`src/design/qsp_consts.vh`:
```
// constants for the queued serial port status and flag block
// assumes inclusion by bare name from the design files
`ifndef QSP_CONSTS_VH
`define QSP_CONSTS_VH
`define QSP_ADDR_STATUS 4'h0
`define QSP_ADDR_CTRL 4'h4
`define QSP_ADDR_REQ 4'h8
`define QSP_ADDR_EVENT 4'hC
`define QSP_BIT_TCF 31
`define QSP_BIT_RUN 30
`define QSP_BIT_EOQ 28
`define QSP_BIT_TUF 27
`define QSP_BIT_TFF 25
`define QSP_BIT_ROF 19
`define QSP_BIT_RDF 17
`define QSP_CTRL_START 0
`define QSP_CTRL_STOP 1
`define QSP_CTRL_MODULE_DISABLE_BIT 2
`define QSP_CTRL_SLAVE 3
`define QSP_CTRL_MODULE_DISABLE_BIT_RST 1'b1
`define QSP_CTRL_SLAVE_RST 1'b0
`define QSP_REQ_TFF_DIRS 24
`define QSP_REQ_RDF_DIRS 16
`define QSP_REQ_MASK 32'h9B0B0000
`define QSP_W1C_MASK 32'h9A0A0000
`endif

```
`src/design/qsp_sync.v`:
```
// two-flop synchroniser for a level arriving from outside the clock domain
// assumes the input is a plain level; first flop is read only by the second
`timescale 1ns/1ps
module qsp_sync (
   input wire clk,
   input wire rstn,
   input wire d,
   output wire q
);
   reg meta_r;
   reg sync_r;
   // first stage feeds only the second stage
   always @(posedge clk) begin
      if (!rstn) begin
         meta_r <= 1'b0;
         sync_r <= 1'b0;
      end else begin
         meta_r <= d;
         sync_r <= meta_r;
      end
   end
   assign q = sync_r;
endmodule

```
`src/design/qsp_flag.v`:
```
// one sticky event flag: set by hardware, cleared by write-one or acknowledge
// assumes set, clear and ack arrive on the same clock; set may be a pulse or a held level
`timescale 1ns/1ps
module qsp_flag (
   input wire clk,
   input wire rstn,
   input wire set,
   input wire clr,
   output wire q
);
   reg flag_r;
   // set wins over clear so an event in the clearing cycle is kept
   always @(posedge clk) begin
      if (!rstn)
         flag_r <= 1'b0;
      else if (set)
         flag_r <= 1'b1;
      else if (clr)
         flag_r <= 1'b0;
   end
   assign q = flag_r;
endmodule

```
`src/design/qsp_status.v`:
```
// status and event flag logic of the queued serial port, with an ahb-lite slave
// assumes frame events come from the shifter on clk; sck and chip select come
// from pins and are synchronised here
// limitation: hsize is ignored, every access is taken as one whole word
`timescale 1ns/1ps
`include "qsp_consts.vh"
// How it works
// - writing one clears a flag, zero ignored
// - frame done set at last sampled bit
// - run bit shows stopped or running state
// - queue end set on tagged last bit
// - queue end set clears run bit
// - queue end disabled in slave mode
// - slave underflow when master starts, fifo empty
// - fill request set while tx not full and enabled
// - fill cleared by write or ack when full
// - overflow when rx and shifter full at start
// - drain request set while rx nonempty
// - drain cleared by write or ack when empty
// - flags drive interrupt or dma requests
module qsp_status (
   input wire clk,
   input wire rstn,
   input wire hsel,
   input wire [31:0] haddr,
   input wire [1:0] htrans,
   input wire hwrite,
   input wire [2:0] hsize,
   input wire [31:0] hwdata,
   input wire hready,
   output wire [31:0] hrdata,
   output wire hreadyout,
   output wire hresp,
   input wire link_sck,
   input wire link_cs_n,
   input wire last_bit_sampled,
   input wire cmd_queue_end,
   input wire tx_fifo_empty,
   input wire tx_fifo_full,
   input wire rx_fifo_empty,
   input wire rx_fifo_full,
   input wire shift_full,
   input wire master_start,
   input wire dma_tx_ack,
   input wire dma_rx_ack,
   output wire run_state,
   output wire module_disable,
   output wire slave_mode,
   output wire irq,
   output wire dma_tx_req,
   output wire dma_rx_req,
   output wire sck_rise,
   output wire sck_fall
);
   ////////////////////////////////////////////////////////////////////////
   // run state machine, one-hot
   localparam ST_STOP = 2'b01;
   localparam ST_RUN = 2'b10;

   reg [1:0] state_r;
   reg [1:0] state_nxt;
   reg module_disable_bit_r;
   reg slave_r;
   reg [31:0] req_r;
   reg [31:0] rdata_r;
   reg sck_d_r;
   reg cs_d_r;
   reg wr_pend_r;
   reg [3:0] wr_addr_r;
   reg frame_sel_r;
   wire sck_s;
   wire cs_n_s;
   wire cs_fall;
   wire ext_start;
   wire xfer_start;
   wire wr_stat;
   wire wr_ctrl;
   wire [31:0] w1c;
   wire [31:0] status;
   wire f_tcf;
   wire f_eoq;
   wire f_tuf;
   wire f_tff;
   wire f_rof;
   wire f_rdf;
   wire eoq_set;
   wire addr_ph;
   wire wr_req;
   wire tff_en;
   wire rdf_en;
   wire irq_tcf;
   wire irq_eoq;
   wire irq_tuf;
   wire irq_rof;
   wire irq_tff;
   wire irq_rdf;

   // pick the word address out of a byte address
   function [3:0] word_addr;
      input [31:0] a;
      begin
         word_addr = {a[3:2], 2'b00};
      end
   endfunction

   ////////////////////////////////////////////////////////////////////////
   // pin synchronisers; only the second stage is used below
   qsp_sync u_sync_sck (
      .clk(clk),
      .rstn(rstn),
      .d(link_sck),
      .q(sck_s)
   );
   qsp_sync u_sync_cs (
      .clk(clk),
      .rstn(rstn),
      .d(link_cs_n),
      .q(cs_n_s)
   );

   // edge finders run on the synchronised copies
   // both reset to the synchroniser's reset level, so release makes no false edge
   always @(posedge clk) begin
      if (!rstn) begin
         sck_d_r <= 1'b0;
         cs_d_r <= 1'b0;
      end else begin
         sck_d_r <= sck_s;
         cs_d_r <= cs_n_s;
      end
   end
   assign sck_rise = sck_s & ~sck_d_r;
   assign sck_fall = ~sck_s & sck_d_r;
   assign cs_fall = cs_d_r & ~cs_n_s;
   // an external master starts a frame when chip select falls in slave mode
   assign ext_start = slave_r & cs_fall;
   assign xfer_start = slave_r ? ext_start : master_start;

   ////////////////////////////////////////////////////////////////////////
   // ahb-lite slave: zero wait states, writes land in the data phase
   // read data is captured at the address edge and stands until the next read
   assign addr_ph = hsel & hready & htrans[1];
   always @(posedge clk) begin
      if (!rstn) begin
         wr_pend_r <= 1'b0;
         wr_addr_r <= 4'h0;
         rdata_r <= 32'h00000000;
      end else begin
         wr_pend_r <= addr_ph & hwrite;
         wr_addr_r <= word_addr(haddr);
         if (addr_ph & ~hwrite) begin
            case (word_addr(haddr))
               `QSP_ADDR_STATUS: rdata_r <= status;
               `QSP_ADDR_CTRL: rdata_r <= {28'h0000000, slave_r, module_disable_bit_r, 2'b00};
               `QSP_ADDR_REQ: rdata_r <= req_r;
               default: rdata_r <= 32'h00000000;
            endcase
         end
      end
   end
   assign hrdata = rdata_r;
   assign hreadyout = 1'b1;
   assign hresp = 1'b0;
   assign wr_stat = wr_pend_r & (wr_addr_r == `QSP_ADDR_STATUS);
   assign wr_ctrl = wr_pend_r & (wr_addr_r == `QSP_ADDR_CTRL);
   assign wr_req = wr_pend_r & (wr_addr_r == `QSP_ADDR_REQ);
   // reserved bits are masked off, so a stray one there does nothing
   assign w1c = wr_stat ? (hwdata & `QSP_W1C_MASK) : 32'h00000000;

   ////////////////////////////////////////////////////////////////////////
   // control and request-enable registers
   always @(posedge clk) begin
      if (!rstn) begin
         module_disable_bit_r <= `QSP_CTRL_MODULE_DISABLE_BIT_RST;
         slave_r <= `QSP_CTRL_SLAVE_RST;
         req_r <= 32'h00000000;
      end else begin
         if (wr_ctrl) begin
            module_disable_bit_r <= hwdata[`QSP_CTRL_MODULE_DISABLE_BIT];
            slave_r <= hwdata[`QSP_CTRL_SLAVE];
         end
         if (wr_req)
            req_r <= hwdata & `QSP_REQ_MASK;
      end
   end
   assign module_disable = module_disable_bit_r;
   assign slave_mode = slave_r;

   ////////////////////////////////////////////////////////////////////////
   // run state: start/stop commands, queue end forces stop
   // queue end is checked first, so a stop written in the same cycle changes nothing
   always @* begin
      state_nxt = state_r;
      case (state_r)
         ST_STOP: begin
            if (wr_ctrl & hwdata[`QSP_CTRL_START] & ~hwdata[`QSP_CTRL_MODULE_DISABLE_BIT])
               state_nxt = ST_RUN;
         end
         ST_RUN: begin
            if (eoq_set)
               state_nxt = ST_STOP;
            else if (wr_ctrl & (hwdata[`QSP_CTRL_STOP] | hwdata[`QSP_CTRL_MODULE_DISABLE_BIT]))
               state_nxt = ST_STOP;
         end
         default: state_nxt = ST_STOP;
      endcase
   end
   always @(posedge clk) begin
      if (!rstn)
         state_r <= ST_STOP;
      else
         state_r <= state_nxt;
   end
   assign run_state = state_r[1];

   ////////////////////////////////////////////////////////////////////////
   // frame tag: remembers which mode the current frame started in
   // a switch to slave mode during a frame still blocks that frame's queue end
   always @(posedge clk) begin
      if (!rstn)
         frame_sel_r <= 1'b0;
      else if (xfer_start)
         frame_sel_r <= slave_r;
   end
   // queue end only counts for master frames
   assign eoq_set = last_bit_sampled & cmd_queue_end & ~slave_r & ~frame_sel_r;

   ////////////////////////////////////////////////////////////////////////
   // sticky event flags
   // frame done: one pulse per frame from the shifter
   qsp_flag u_tcf (
      .clk(clk),
      .rstn(rstn),
      .set(last_bit_sampled),
      .clr(w1c[`QSP_BIT_TCF]),
      .q(f_tcf)
   );

   // queue end: master frames only, see eoq_set
   qsp_flag u_eoq (
      .clk(clk),
      .rstn(rstn),
      .set(eoq_set),
      .clr(w1c[`QSP_BIT_EOQ]),
      .q(f_eoq)
   );

   // underflow: an outside master selects us with nothing queued
   qsp_flag u_tuf (
      .clk(clk),
      .rstn(rstn),
      .set(ext_start & tx_fifo_empty),
      .clr(w1c[`QSP_BIT_TUF]),
      .q(f_tuf)
   );

   // overflow: a new frame starts with nowhere to put its data
   qsp_flag u_rof (
      .clk(clk),
      .rstn(rstn),
      .set(xfer_start & rx_fifo_full & shift_full),
      .clr(w1c[`QSP_BIT_ROF]),
      .q(f_rof)
   );

   // fill request: level-set while not full and enabled
   // a write-one clear only sticks once the fifo is full or the module is disabled, since set wins
   qsp_flag u_tff (
      .clk(clk),
      .rstn(rstn),
      .set(~tx_fifo_full & ~module_disable_bit_r),
      .clr(w1c[`QSP_BIT_TFF] | (dma_tx_ack & tx_fifo_full)),
      .q(f_tff)
   );

   // drain request: level-set while rx holds data
   // likewise a clear only sticks once the fifo is empty
   qsp_flag u_rdf (
      .clk(clk),
      .rstn(rstn),
      .set(~rx_fifo_empty),
      .clr(w1c[`QSP_BIT_RDF] | (dma_rx_ack & rx_fifo_empty)),
      .q(f_rdf)
   );

   // reserved positions always read as zero
   assign status = {f_tcf, run_state, 1'b0, f_eoq, f_tuf, 1'b0, f_tff, 5'h00,
                    f_rof, 1'b0, f_rdf, 17'h00000};

   ////////////////////////////////////////////////////////////////////////
   // request routing: enables gate flags, select picks interrupt or dma
   // a flag only raises a request while its enable bit is set
   assign tff_en = f_tff & req_r[`QSP_BIT_TFF];
   assign rdf_en = f_rdf & req_r[`QSP_BIT_RDF];
   // fill and drain go to dma when their select bit is set
   assign dma_tx_req = tff_en & req_r[`QSP_REQ_TFF_DIRS];
   assign dma_rx_req = rdf_en & req_r[`QSP_REQ_RDF_DIRS];
   // every other enabled source, and unselected fill or drain, is an interrupt
   assign irq_tcf = f_tcf & req_r[`QSP_BIT_TCF];
   assign irq_eoq = f_eoq & req_r[`QSP_BIT_EOQ];
   assign irq_tuf = f_tuf & req_r[`QSP_BIT_TUF];
   assign irq_rof = f_rof & req_r[`QSP_BIT_ROF];
   assign irq_tff = tff_en & ~req_r[`QSP_REQ_TFF_DIRS];
   assign irq_rdf = rdf_en & ~req_r[`QSP_REQ_RDF_DIRS];
   assign irq = irq_tcf | irq_eoq | irq_tuf | irq_rof | irq_tff | irq_rdf;
endmodule

```
`config.mk`:
```
export PLATFORM = sky130hd
export DESIGN_NAME = qsp_status
export DESIGN_NICKNAME = d
export VERILOG_FILES = /design/src/design/qsp_sync.v /design/src/design/qsp_flag.v /design/src/design/qsp_status.v
export VERILOG_INCLUDE_DIRS = /design/src /design/src/design
export SDC_FILE = /design/constraint.sdc
export NUM_CORES = 1
export LEC_CHECK = 0
export BUFFER_PORTS_ARGS = -buffer_cell sky130_fd_sc_hd__buf_4
export CORE_MARGIN = 1.5
export CORE_UTILIZATION = 41
export DETAILED_ROUTE_END_ITERATION = 6
export PLACE_DENSITY = 0.82
export SETUP_SLACK_MARGIN = 0.4
export SYNTH_ARGS = -nofsm -noshare
export SYNTH_HDL_FRONTEND = slang
export SYNTH_SLANG_ARGS = --single-unit
```
`constraint.sdc`:
```
create_clock -name clk -period 1.3 [get_ports clk]
set_input_delay 0.26 -clock clk [delete_from_list [all_inputs] [get_ports clk]]
set_output_delay 0.26 -clock clk [all_outputs]
set_load 0.1 [all_outputs]
```
==> results.toml, run 1 <==
[outcome]
outcome = "finished, violations left"
violations = "setup timing"

[place]
dpl_cell_area_um2 = 2332
gp_congestion = 0.7234
pre_cts_slack_ns = -0.1573
dp_hpwl_um = 2896
placement.io_buffers = 50

[detailed_routing]
drtPass1Iterations = 4
drt_iter0_markers = 67
ant_nets = 0
wl_per_cell_um = 13.75
vias_per_cell = 4.862
num_vias = 1483
drc = 0
routed_wl_um = 4195

[pwr]
swShare_pct = 32.22
ir_worst_vdd_uv = 598.5
seq_power_share_pct = 47.8
p_int_mw = 1.704
power-per-cell-area_nw_per_um2 = 882.7
switchingPower_mw = 0.8103
finalPower_mw = 2.515
combPwrFrac_pct = 21.5
p_leak_nw = 1.239
pwr-share-clk_pct = 30.7

[clock_tree]
numCtsBuffers = 5
cts-htree-levels = 2
clk_latency_ns = 0.29
cts-root-buf = "clkbuf_8"
cts-hold-fix-buffers = 0
cts_buffer_depth = 2
cts_tree = "done"
cts.clk_slew.worst_paths_ns = 0.07
clock_sinks = 39

[cells_and_area]
antenna_cells = 0
layout-drive-gt1-share_pct = 51.76
finalInstanceArea_um2 = 2849
fillCellCount = 313
area_delta_synth_final_pct = 58.46
nets = 340

[global_routing]
grt_first_pass_wirelength_um = 6637
grt_overflow = 0
grt_max_degree = 36
antenna_found_initial = 0
grt.total_usage_pct = 17.40
grt_pass1_vias = 1400

[critical_path]
cp-start-kind = "flip-flop"
crit_chain = "a22o_1 > a221oi_2 > o221ai_4 > buf_12"
path_class = "reg -> out"
critPathArrivalTime_ns = 1.47
crit_fanout = 2
cp_num_buf_inv = 1
path_delay_family = "compound AO/OA/AOI/OAI gates"
cp_slowest_stage_delay_ns = 0.32
end_kind = "output pin"
required_ns = 1.04
cpMaxStageDelayCell = "dfxtp_2"

[yosys]
seq_area_frac_synth_pct = 43.42
synth_area_um2 = 1798
yosysWarnings = 0
syn_area_per_cell_um2 = 9.989
netlist_instances = 180
synth.distinct_cells = 38
synth_seq_cells = 39

[sta]
clock_skew_ns = 0.009640
rsz0062_at_grt = "yes"
min_period_over_period_pct = 132.9
hold_viol = 0
slew_viol_final = 0
fmax_ghz = 0.5789
finalSetupViolations = 1
fin_ws_ns = -0.4273
period_needed_ns = 1.727

[floorplan]
die_h_um = 69.22
die_area_um2 = 4791
die_x_um = 69.22
core_um2 = 4115
std_cell_rows = 23
ios = 128
initial_core_util_pct = 43.69

[min_path]
min_path_type = "in -> reg"

[job]
max_cap_violations = 0
-- cell usage after synthesis (all sizes together) --
library cell   n  area (um2)
o31ai          1       7.510
buf           28       206.4
a31o           1       8.760
nand4bb        1       11.26
dfxtp         39       780.8
nand4b         6       52.55
nand2b         2       12.51
nand3b         3       22.52
and4b          1       10.01
o21ai          3       15.01
mux2i         16       160.2
a31oi          1       6.260
o211a          1       10.01
inv            3       11.26
o221ai         1       8.760
a22o           1       8.760
conb           2       7.510
nand2         13       48.80
a221oi         1       8.760
clkbuf         3       11.26
o31a           1       8.760
o2111ai        1       8.760
nand3          4       20.02
a21oi          1       5.000
a21boi         7       52.55
and3           4       25.02
and2           9       56.30
a21o           1       7.510
nor2           4       15.01
nor3b          1       12.51
or3            1       6.260
nand4          1       6.260
o2bb2ai        6       90.09
nor2b         12       75.07
-- registers in the layout, summed over array words and instances, names as in the netlist, 2 cells and up --
name       cells
wr_addr_r      2
state_r        2
req_r          8
hrdata        11
-- metrics by stage --
step	util [%]	hold slack, ns	std cells	TNS, ns
finish	69.23	0.1680	305	-0.4273
global route	69.23	0.1643	305	-0.5073
CTS	68.44	0.1561	304	-0.4374
detailed placement	56.67	0.4278	280	-0.1573
global placement	56.67	0.4138	280	-0.1462
floorplan	-	0.3609	201	-0.08427
-- layout by cell type, fill, tap and decap left out, types with 2 or more instances in the layout --
cell       instances
nand3_1            2
nor2_1             4
dfxtp_1           13
o21ai_0            2
nand2_1           12
a21boi_1           6
clkbuf_1           3
nand3_2            2
nor2b_4            2
buf_6              7
dfxtp_4           16
clkbuf_8           5
buf_4             50
nor2b_1           10
buf_12            20
conb_1            23
inv_1              3
mux2i_1           16
nand4b_1           6
nand3b_1           3
and3_4             4
dfxtp_2           10
o2bb2ai_2          6
and2_1             9
-- per-layer routing --
metal / routed length, um / track usage (%)
met1: 1813 / 21.97
met2: 2111 / 28.74
met3: 214 / 5.087
met4: 56 / 5.229
met5: 0 / 0
-- path summary, 6_finish.rpt --
kind | from | end | slack (ns) | cells past startpoint
worst min-delay path | hwdata[31] | u_tcf.q$_SDFFE_PN0P_ | 0.17 | 2
worst max register to register | wr_addr_r[3]$_SDFF_PN0_ | slave_mode$_SDFFE_PN0P_ | 0.17 | 4
worst max-delay path | req_r[19]$_SDFFE_PN0P_ | irq | -0.43 | 4
worst min register to register | u_sync_sck.meta_r$_SDFF_PN0_ | u_sync_sck.q$_SDFF_PN0_ | 0.44 | 1
-- kinds of logic (layout without fill, tap and decap cells) --
family | count (synthesis) | in the layout | share of synthesized area [%]
mux | 16 | 16 | 8.907
simple gates | 62 | 62 | 20.81
compound gates | 27 | 27 | 13.71
flops | 39 | 39 | 43.42
other cells | 2 | 23 | 0.4177
buf+inv | 34 | 88 | 12.73
-- power by group through the flow --
stage	combinational [mW]	sequential, mW	clock, mW
3_3_place_gp	0.513	1.23	0
3_5_place_dp	0.517	1.23	0
5_1_grt	0.561	1.20	0.857
6_report	0.541	1.20	0.772
4_1_cts	0.537	1.20	0.790
2_1_floorplan	0.446	1.24	0
-- layout make-up --
class	instances	area [um2]	share of cell area [%]
clock buffers	8	80.08	2.811
inverters	3	11.26	0.3953
multi-input cells	128	987.2	34.65
flip-flops and latches	39	853.3	29.95
well taps	50	62.56	2.196
repair buffers	77	854.6	30.00
-- worst register-to-register path, stage by stage (launching register included) --
cell and delay (ns):
dfxtp_2 0.35, nand3b_1 0.28, buf_4 0.21, mux2i_1 0.13
nor2b_1 0.05
-- what timing repair did --
action                     CTS  global route
pin swaps                   10             7
resized for setup           70             8
setup buffers               16             1
setup endpoints to repair   43            39
Note: power is estimated with default switching activity, not from simulation.
==> run 2, diff against run 1 <==
CORE_UTILIZATION = 42   (was 41)
CTS_BUF_LIST = sky130_fd_sc_hd__clkbuf_2   (was default)
PLACE_DENSITY = 0.84   (was 0.82)
clock period = 2 ns   (was 1.3 ns; I/O delays follow)
==> run 2 against run 1 <==
Compared with the run above:
- the flow now finishes without violations
- cell area is 18% lower
- routed wire length is 12% lower
- register-to-register slack better by 0.55 ns
- via count fell by 6.4%
- final cell count decreased by 6.9%
- die area decreased by 2.3%
- non-clock buffer count down 21
- critical path type unchanged
- largest cell class unchanged
- highest routed layer unchanged
==> results.toml, run 2 (synthesized netlist as in run 1, its figures left out) <==
[outcome]
outcome = "finished, final reports clean"

[cells_and_area]
multi_input_comb_area_um2 = 904.6
largest_register_ffs = 11
final_util_pct = 57.26
finalInstanceArea_um2 = 2323
final_cell_mix = "buf_4, dfxtp_1, conb_1, mux2i_1, nand2_1"
fillCellCount = 389
layout-drive-gt1-share_pct = 37.61
antenna_cells = 0
regArea_um2 = 795.8
nets = 319
layout_commonest_cell = "buf_4"
area_delta_synth_final_pct = 29.23

[clock_tree]
cts_buffer_depth = 2
cts.clk_slew.worst_paths_ns = 0.19
clk_latency_ns = 0.41
clock_sinks = 39
cts_tree = "done"
cts-root-buf = "clkbuf_2"
cts-htree-levels = 2
numCtsBuffers = 5

[critical_path]
crit_fanout = 2
critPathArrivalTime_ns = 1.55
path_class = "reg -> out"
cp_slowest_stage_delay_ns = 0.36
required_ns = 1.60
cpMaxStageDelayCell = "dfxtp_2"
cp-start-kind = "flip-flop"
end_kind = "output pin"
crit_chain = "a22o_1 > a221oi_2 > o221ai_2 > buf_6"

[detailed_routing]
num_vias = 1388
drtPass1Iterations = 4
ant_nets = 0
drc = 0
routed_wl_um = 3697
wl_per_cell_um = 13.02
vias_per_cell = 4.887
drt_iter0_markers = 48

[floorplan]
std_cell_rows = 23
core_um2 = 4058
die_h_um = 68.43
ios = 128
die_x_um = 68.43
initial_core_util_pct = 44.31
die_area_um2 = 4683

[place]
dpl_cell_area_um2 = 2112
gp_congestion = 0.7218
placement.io_buffers = 50
dp_hpwl_um = 2713

[sta]
slew_headroom_pct = 63.20
rsz0062_at_grt = "yes"
slew_viol_final = 0
hold_viol = 0
fmax_ghz = 0.5128
period_needed_ns = 1.950
min_period_over_period_pct = 97.51
finalSetupViolations = 0
clock_skew_ns = 0.02544
worst_pin_slew_ns = 0.5503

[pwr]
ir_worst_vdd_uv = 505.3
p_leak_nw = 1.065
power-per-cell-area_nw_per_um2 = 690.0
finalPower_mw = 1.603

[min_path]
min_path_type = "in -> reg"

[global_routing]
grt.total_usage_pct = 16.82
grt_pass1_vias = 1270
grt_overflow = 0
grt_first_pass_wirelength_um = 5727
grt_max_degree = 23
antenna_found_initial = 0

[job]
max_cap_violations = 0
run 2: cell types whose count changed in the layout (fill, tap and decap cells not counted), moves of 3 or more:
cell / before / now
buf_6: 7 / 4
buf_12: 20 / 4
clkbuf_8: 5 / 0
clkbuf_2: 0 / 5
dfxtp_1: 13 / 27
clkbuf_1: 3 / 0
dfxtp_4: 16 / 0
run 2: layout make-up:
type,count,share of cell area (%)
Inverter,3,0.4847
Tap cell,50,2.693
Clock buffer,5,1.077
Sequential cell,39,34.25
Timing Repair Buffer,56,20.89
Multi-Input combinational cell,128,38.93
Clock inverter,3,1.669
run 2: metrics by stage:
step,TNS (ns),cells,hold WS [ns],setup slack (ns)
6_report,0,284,0.1698,0.04982
5_1_grt,-0.01750,284,0.1461,-0.01750
4_1_cts,0,283,0.1568,0.03803
3_5_place_dp,0,271,0.4193,0.3627
3_3_place_gp,0,271,0.4149,0.3715
2_1_floorplan,-0.1338,201,0.4119,-0.07313
run 2: critical path, delay by kind of cell (launching register included):
kind                   cells  cell delay [ns]
flip-flops                 1             0.36
buffers and inverters      1             0.21
AO/OA/AOI/OAI              3             0.59
run 2: report_power, final:
part | switching (mW) | total (mW) | internal, mW
registers | 0.00965 | 0.803 | 0.793
clock network | 0.268 | 0.473 | 0.206
logic | 0.253 | 0.327 | 0.0740
run 2: path summary, 6_finish.rpt:
path | slack (ns) | cells after the start | from | endpoint
worst max-delay path | 0.05 | 4 | u_rof.q$_SDFFE_PN0P_ | irq
worst min-delay path | 0.17 | 2 | hwdata[31] | u_tcf.q$_SDFFE_PN0P_
worst max register to register | 0.72 | 3 | wr_pend_r$_SDFF_PN0_ | u_tff.q$_SDFFE_PN0P_
worst min register to register | 0.44 | 1 | u_sync_cs.q$_SDFF_PN0_ | cs_d_r$_SDFF_PN0_
run 2: per-layer routing:
layer  track usage, %  wire (um)  part of all wire (%)
met3            5.428        258                   7.0
met4            6.000         62                   1.7
met1            19.84       1596                    43
met2            28.37       1779                    48
met5                0          0                     0
run 2: timing repair:
| item | CTS | global route |
|---|---|---|
| pin swaps | 1 | 2 |
| setup endpoints to repair | 6 | 8 |
| setup buffers | 4 | 1 |
| resized for setup | 21 | 13 |
| gates cloned | 0 | 0 |
| hold buffers | 0 | 0 |
==> run 3, diff against run 2 <==
BUFFER_PORTS_ARGS = -buffer_cell sky130_fd_sc_hd__buf_2   (was -buffer_cell sky130_fd_sc_hd__buf_4)
SLEW_MARGIN = 20   (was default)
==> run 3 against run 2 <==
Compared with the run above:
- final cell count is the same
- routed wire length shrank 2.2%
- register-to-register slack is essentially flat
- critical endpoint unchanged
- largest cell class unchanged
- highest routed layer unchanged
==> results.toml, run 3 (synthesized netlist as in run 1, its figures left out) <==
[place]
gp_congestion = 0.7315
placement.io_buffers = 50
place_inst = 271
dp_hpwl_um = 2706
pre_cts_slack_ns = 0.2430

[critical_path]
cp-start-kind = "flip-flop"
path_class = "reg -> out"
crit_fanout = 2
crit_chain = "a22o_1 > a221oi_2 > o221ai_2 > buf_8"
required_ns = 1.60
crit_start = "u_rof.q$_SDFFE_PN0P_"
path_delay_family = "compound AO/OA/AOI/OAI gates"
critPathArrivalTime_ns = 1.57
end_kind = "output pin"
cpMaxStageDelayCell = "dfxtp_2"
crit_cells = 4
rr_startpoint = "wr_addr_r[2]$_SDFF_PN0_"
cp_num_buf_inv = 1
worst_r2r_path_depth = 3
cp_slowest_stage_delay_ns = 0.36
ff2ff_setup_slack_ns = 0.71

[min_path]
min_path_type = "in -> reg"
hold-path-cell-count = 2
worstHoldStart = "link_cs_n"

[detailed_routing]
top_layer = "met4"
wl_per_cell_um = 12.73
drtPass1Iterations = 4
vias_per_cell = 4.870
num_vias = 1383
wl_met2_um = 1734
wl_met1_um = 1621
drt_iter0_markers = 77
routed-wl-met3_um = 207
drc = 0
routed_wl_um = 3616
ant_nets = 0

[cells_and_area]
regArea_um2 = 797.0
nets = 319
layout-drive-gt1-share_pct = 37.61
largest_register_ffs = 11
multi_input_comb_area_um2 = 894.6
fillCellCount = 374
final-instance-count-excl-fill = 284
antenna_cells = 0
area_delta_synth_final_pct = 22.13
final_cell_mix = "buf_2, dfxtp_1, conb_1, mux2i_1, buf_4"
layout_commonest_cell = "buf_2"

[floorplan]
core_um2 = 4058
die_area_um2 = 4683
die_x_um = 68.43
ios = 128
die_h_um = 68.43
std_cell_rows = 23
initial_core_util_pct = 44.31

[global_routing]
grt_overflow = 0
antenna_found_initial = 0
grt_max_degree = 36
grt.total_usage_pct = 16.88
grt_first_pass_wirelength_um = 5782
grt_pass1_vias = 1271

[clock_tree]
cts_buffer_depth = 2
numCtsBuffers = 5
cts-htree-levels = 2
cts-root-buf = "clkbuf_2"
clk_latency_ns = 0.38
clock_sinks = 39
cts.clk_slew.worst_paths_ns = 0.18
cts_tree = "done"

[sta]
finalSetupViolations = 0
setup-tns-final_ns = 0
slew_headroom_pct = 63.30
min_period_over_period_pct = 98.49
hold_viol = 0
worst_pin_slew_ns = 0.5488
fin_ws_ns = 0.03028
slew_viol_final = 0
period_needed_ns = 1.970
holdWs_ns = 0.2064
clock_skew_ns = 0.01608
fmax_ghz = 0.5077
rsz0062_at_grt = "yes"

[pwr]
p_leak_nw = 1.022
finalPower_mw = 1.448
power-per-cell-area_nw_per_um2 = 659.2
ir_worst_vdd_uv = 389.2

[outcome]
outcome = "finished, final reports clean"

[job]
max_cap_violations = 0
[run 3: changes by cell type in the layout (fill, tap and decap cells not counted), sizes merged]
cell | before | now
clkbuf | 5 | 10
buf | 56 | 53
bufinv | 1 | 0
clkinv | 2 | 1
[run 3: per-stage QoR]
stage	instance area (um2)	utilization [%]
floorplan	1884	-
global placement	1987	48.97
detailed placement	1987	48.97
CTS	2153	53.07
global route	2196	54.12
finish	2196	54.12
[run 3: timing repair]
| action | 4_1_cts | 5_1_grt |
|---|---|---|
| gates resized for setup | 36 | 11 |
| hold buffers | 0 | 0 |
| setup endpoints to repair | 16 | 10 |
| buffers inserted | 4 | 1 |
| pin swaps | 1 | 2 |
[run 3: final timing paths]
check,to
worst max-delay path,irq
worst min-delay path,u_sync_cs.meta_r$_SDFF_PN0_
worst max register to register,req_r[25]$_SDFFE_PN0P_
worst min register to register,u_sync_cs.q$_SDFF_PN0_
[run 3: routing by layer]
metal | global-route usage [%] | up-vias
met4 | 6.750 | 0
met1 | 21.05 | 637
met2 | 27.88 | 53
li1 | - | 686
met3 | 3.947 | 7
met5 | 0 | -
[run 3: cell type report]
class / instances / share of cell area (%)
multi-input combinational: 128 / 40.74
sequential: 39 / 36.30
timing repair buffer: 56 / 17.78
tap: 50 / 2.849
clock buffer: 7 / 1.595
inverter: 3 / 0.5128
clock inverter: 1 / 0.2279
[run 3: where the power goes]
part | internal, mW | total (mW) | switching [mW]
Sequential | 0.791 | 0.801 | 0.00983
Combinational | 0.0548 | 0.306 | 0.251
Clock | 0.0955 | 0.340 | 0.245
Total | 0.942 | 1.45 | 0.506
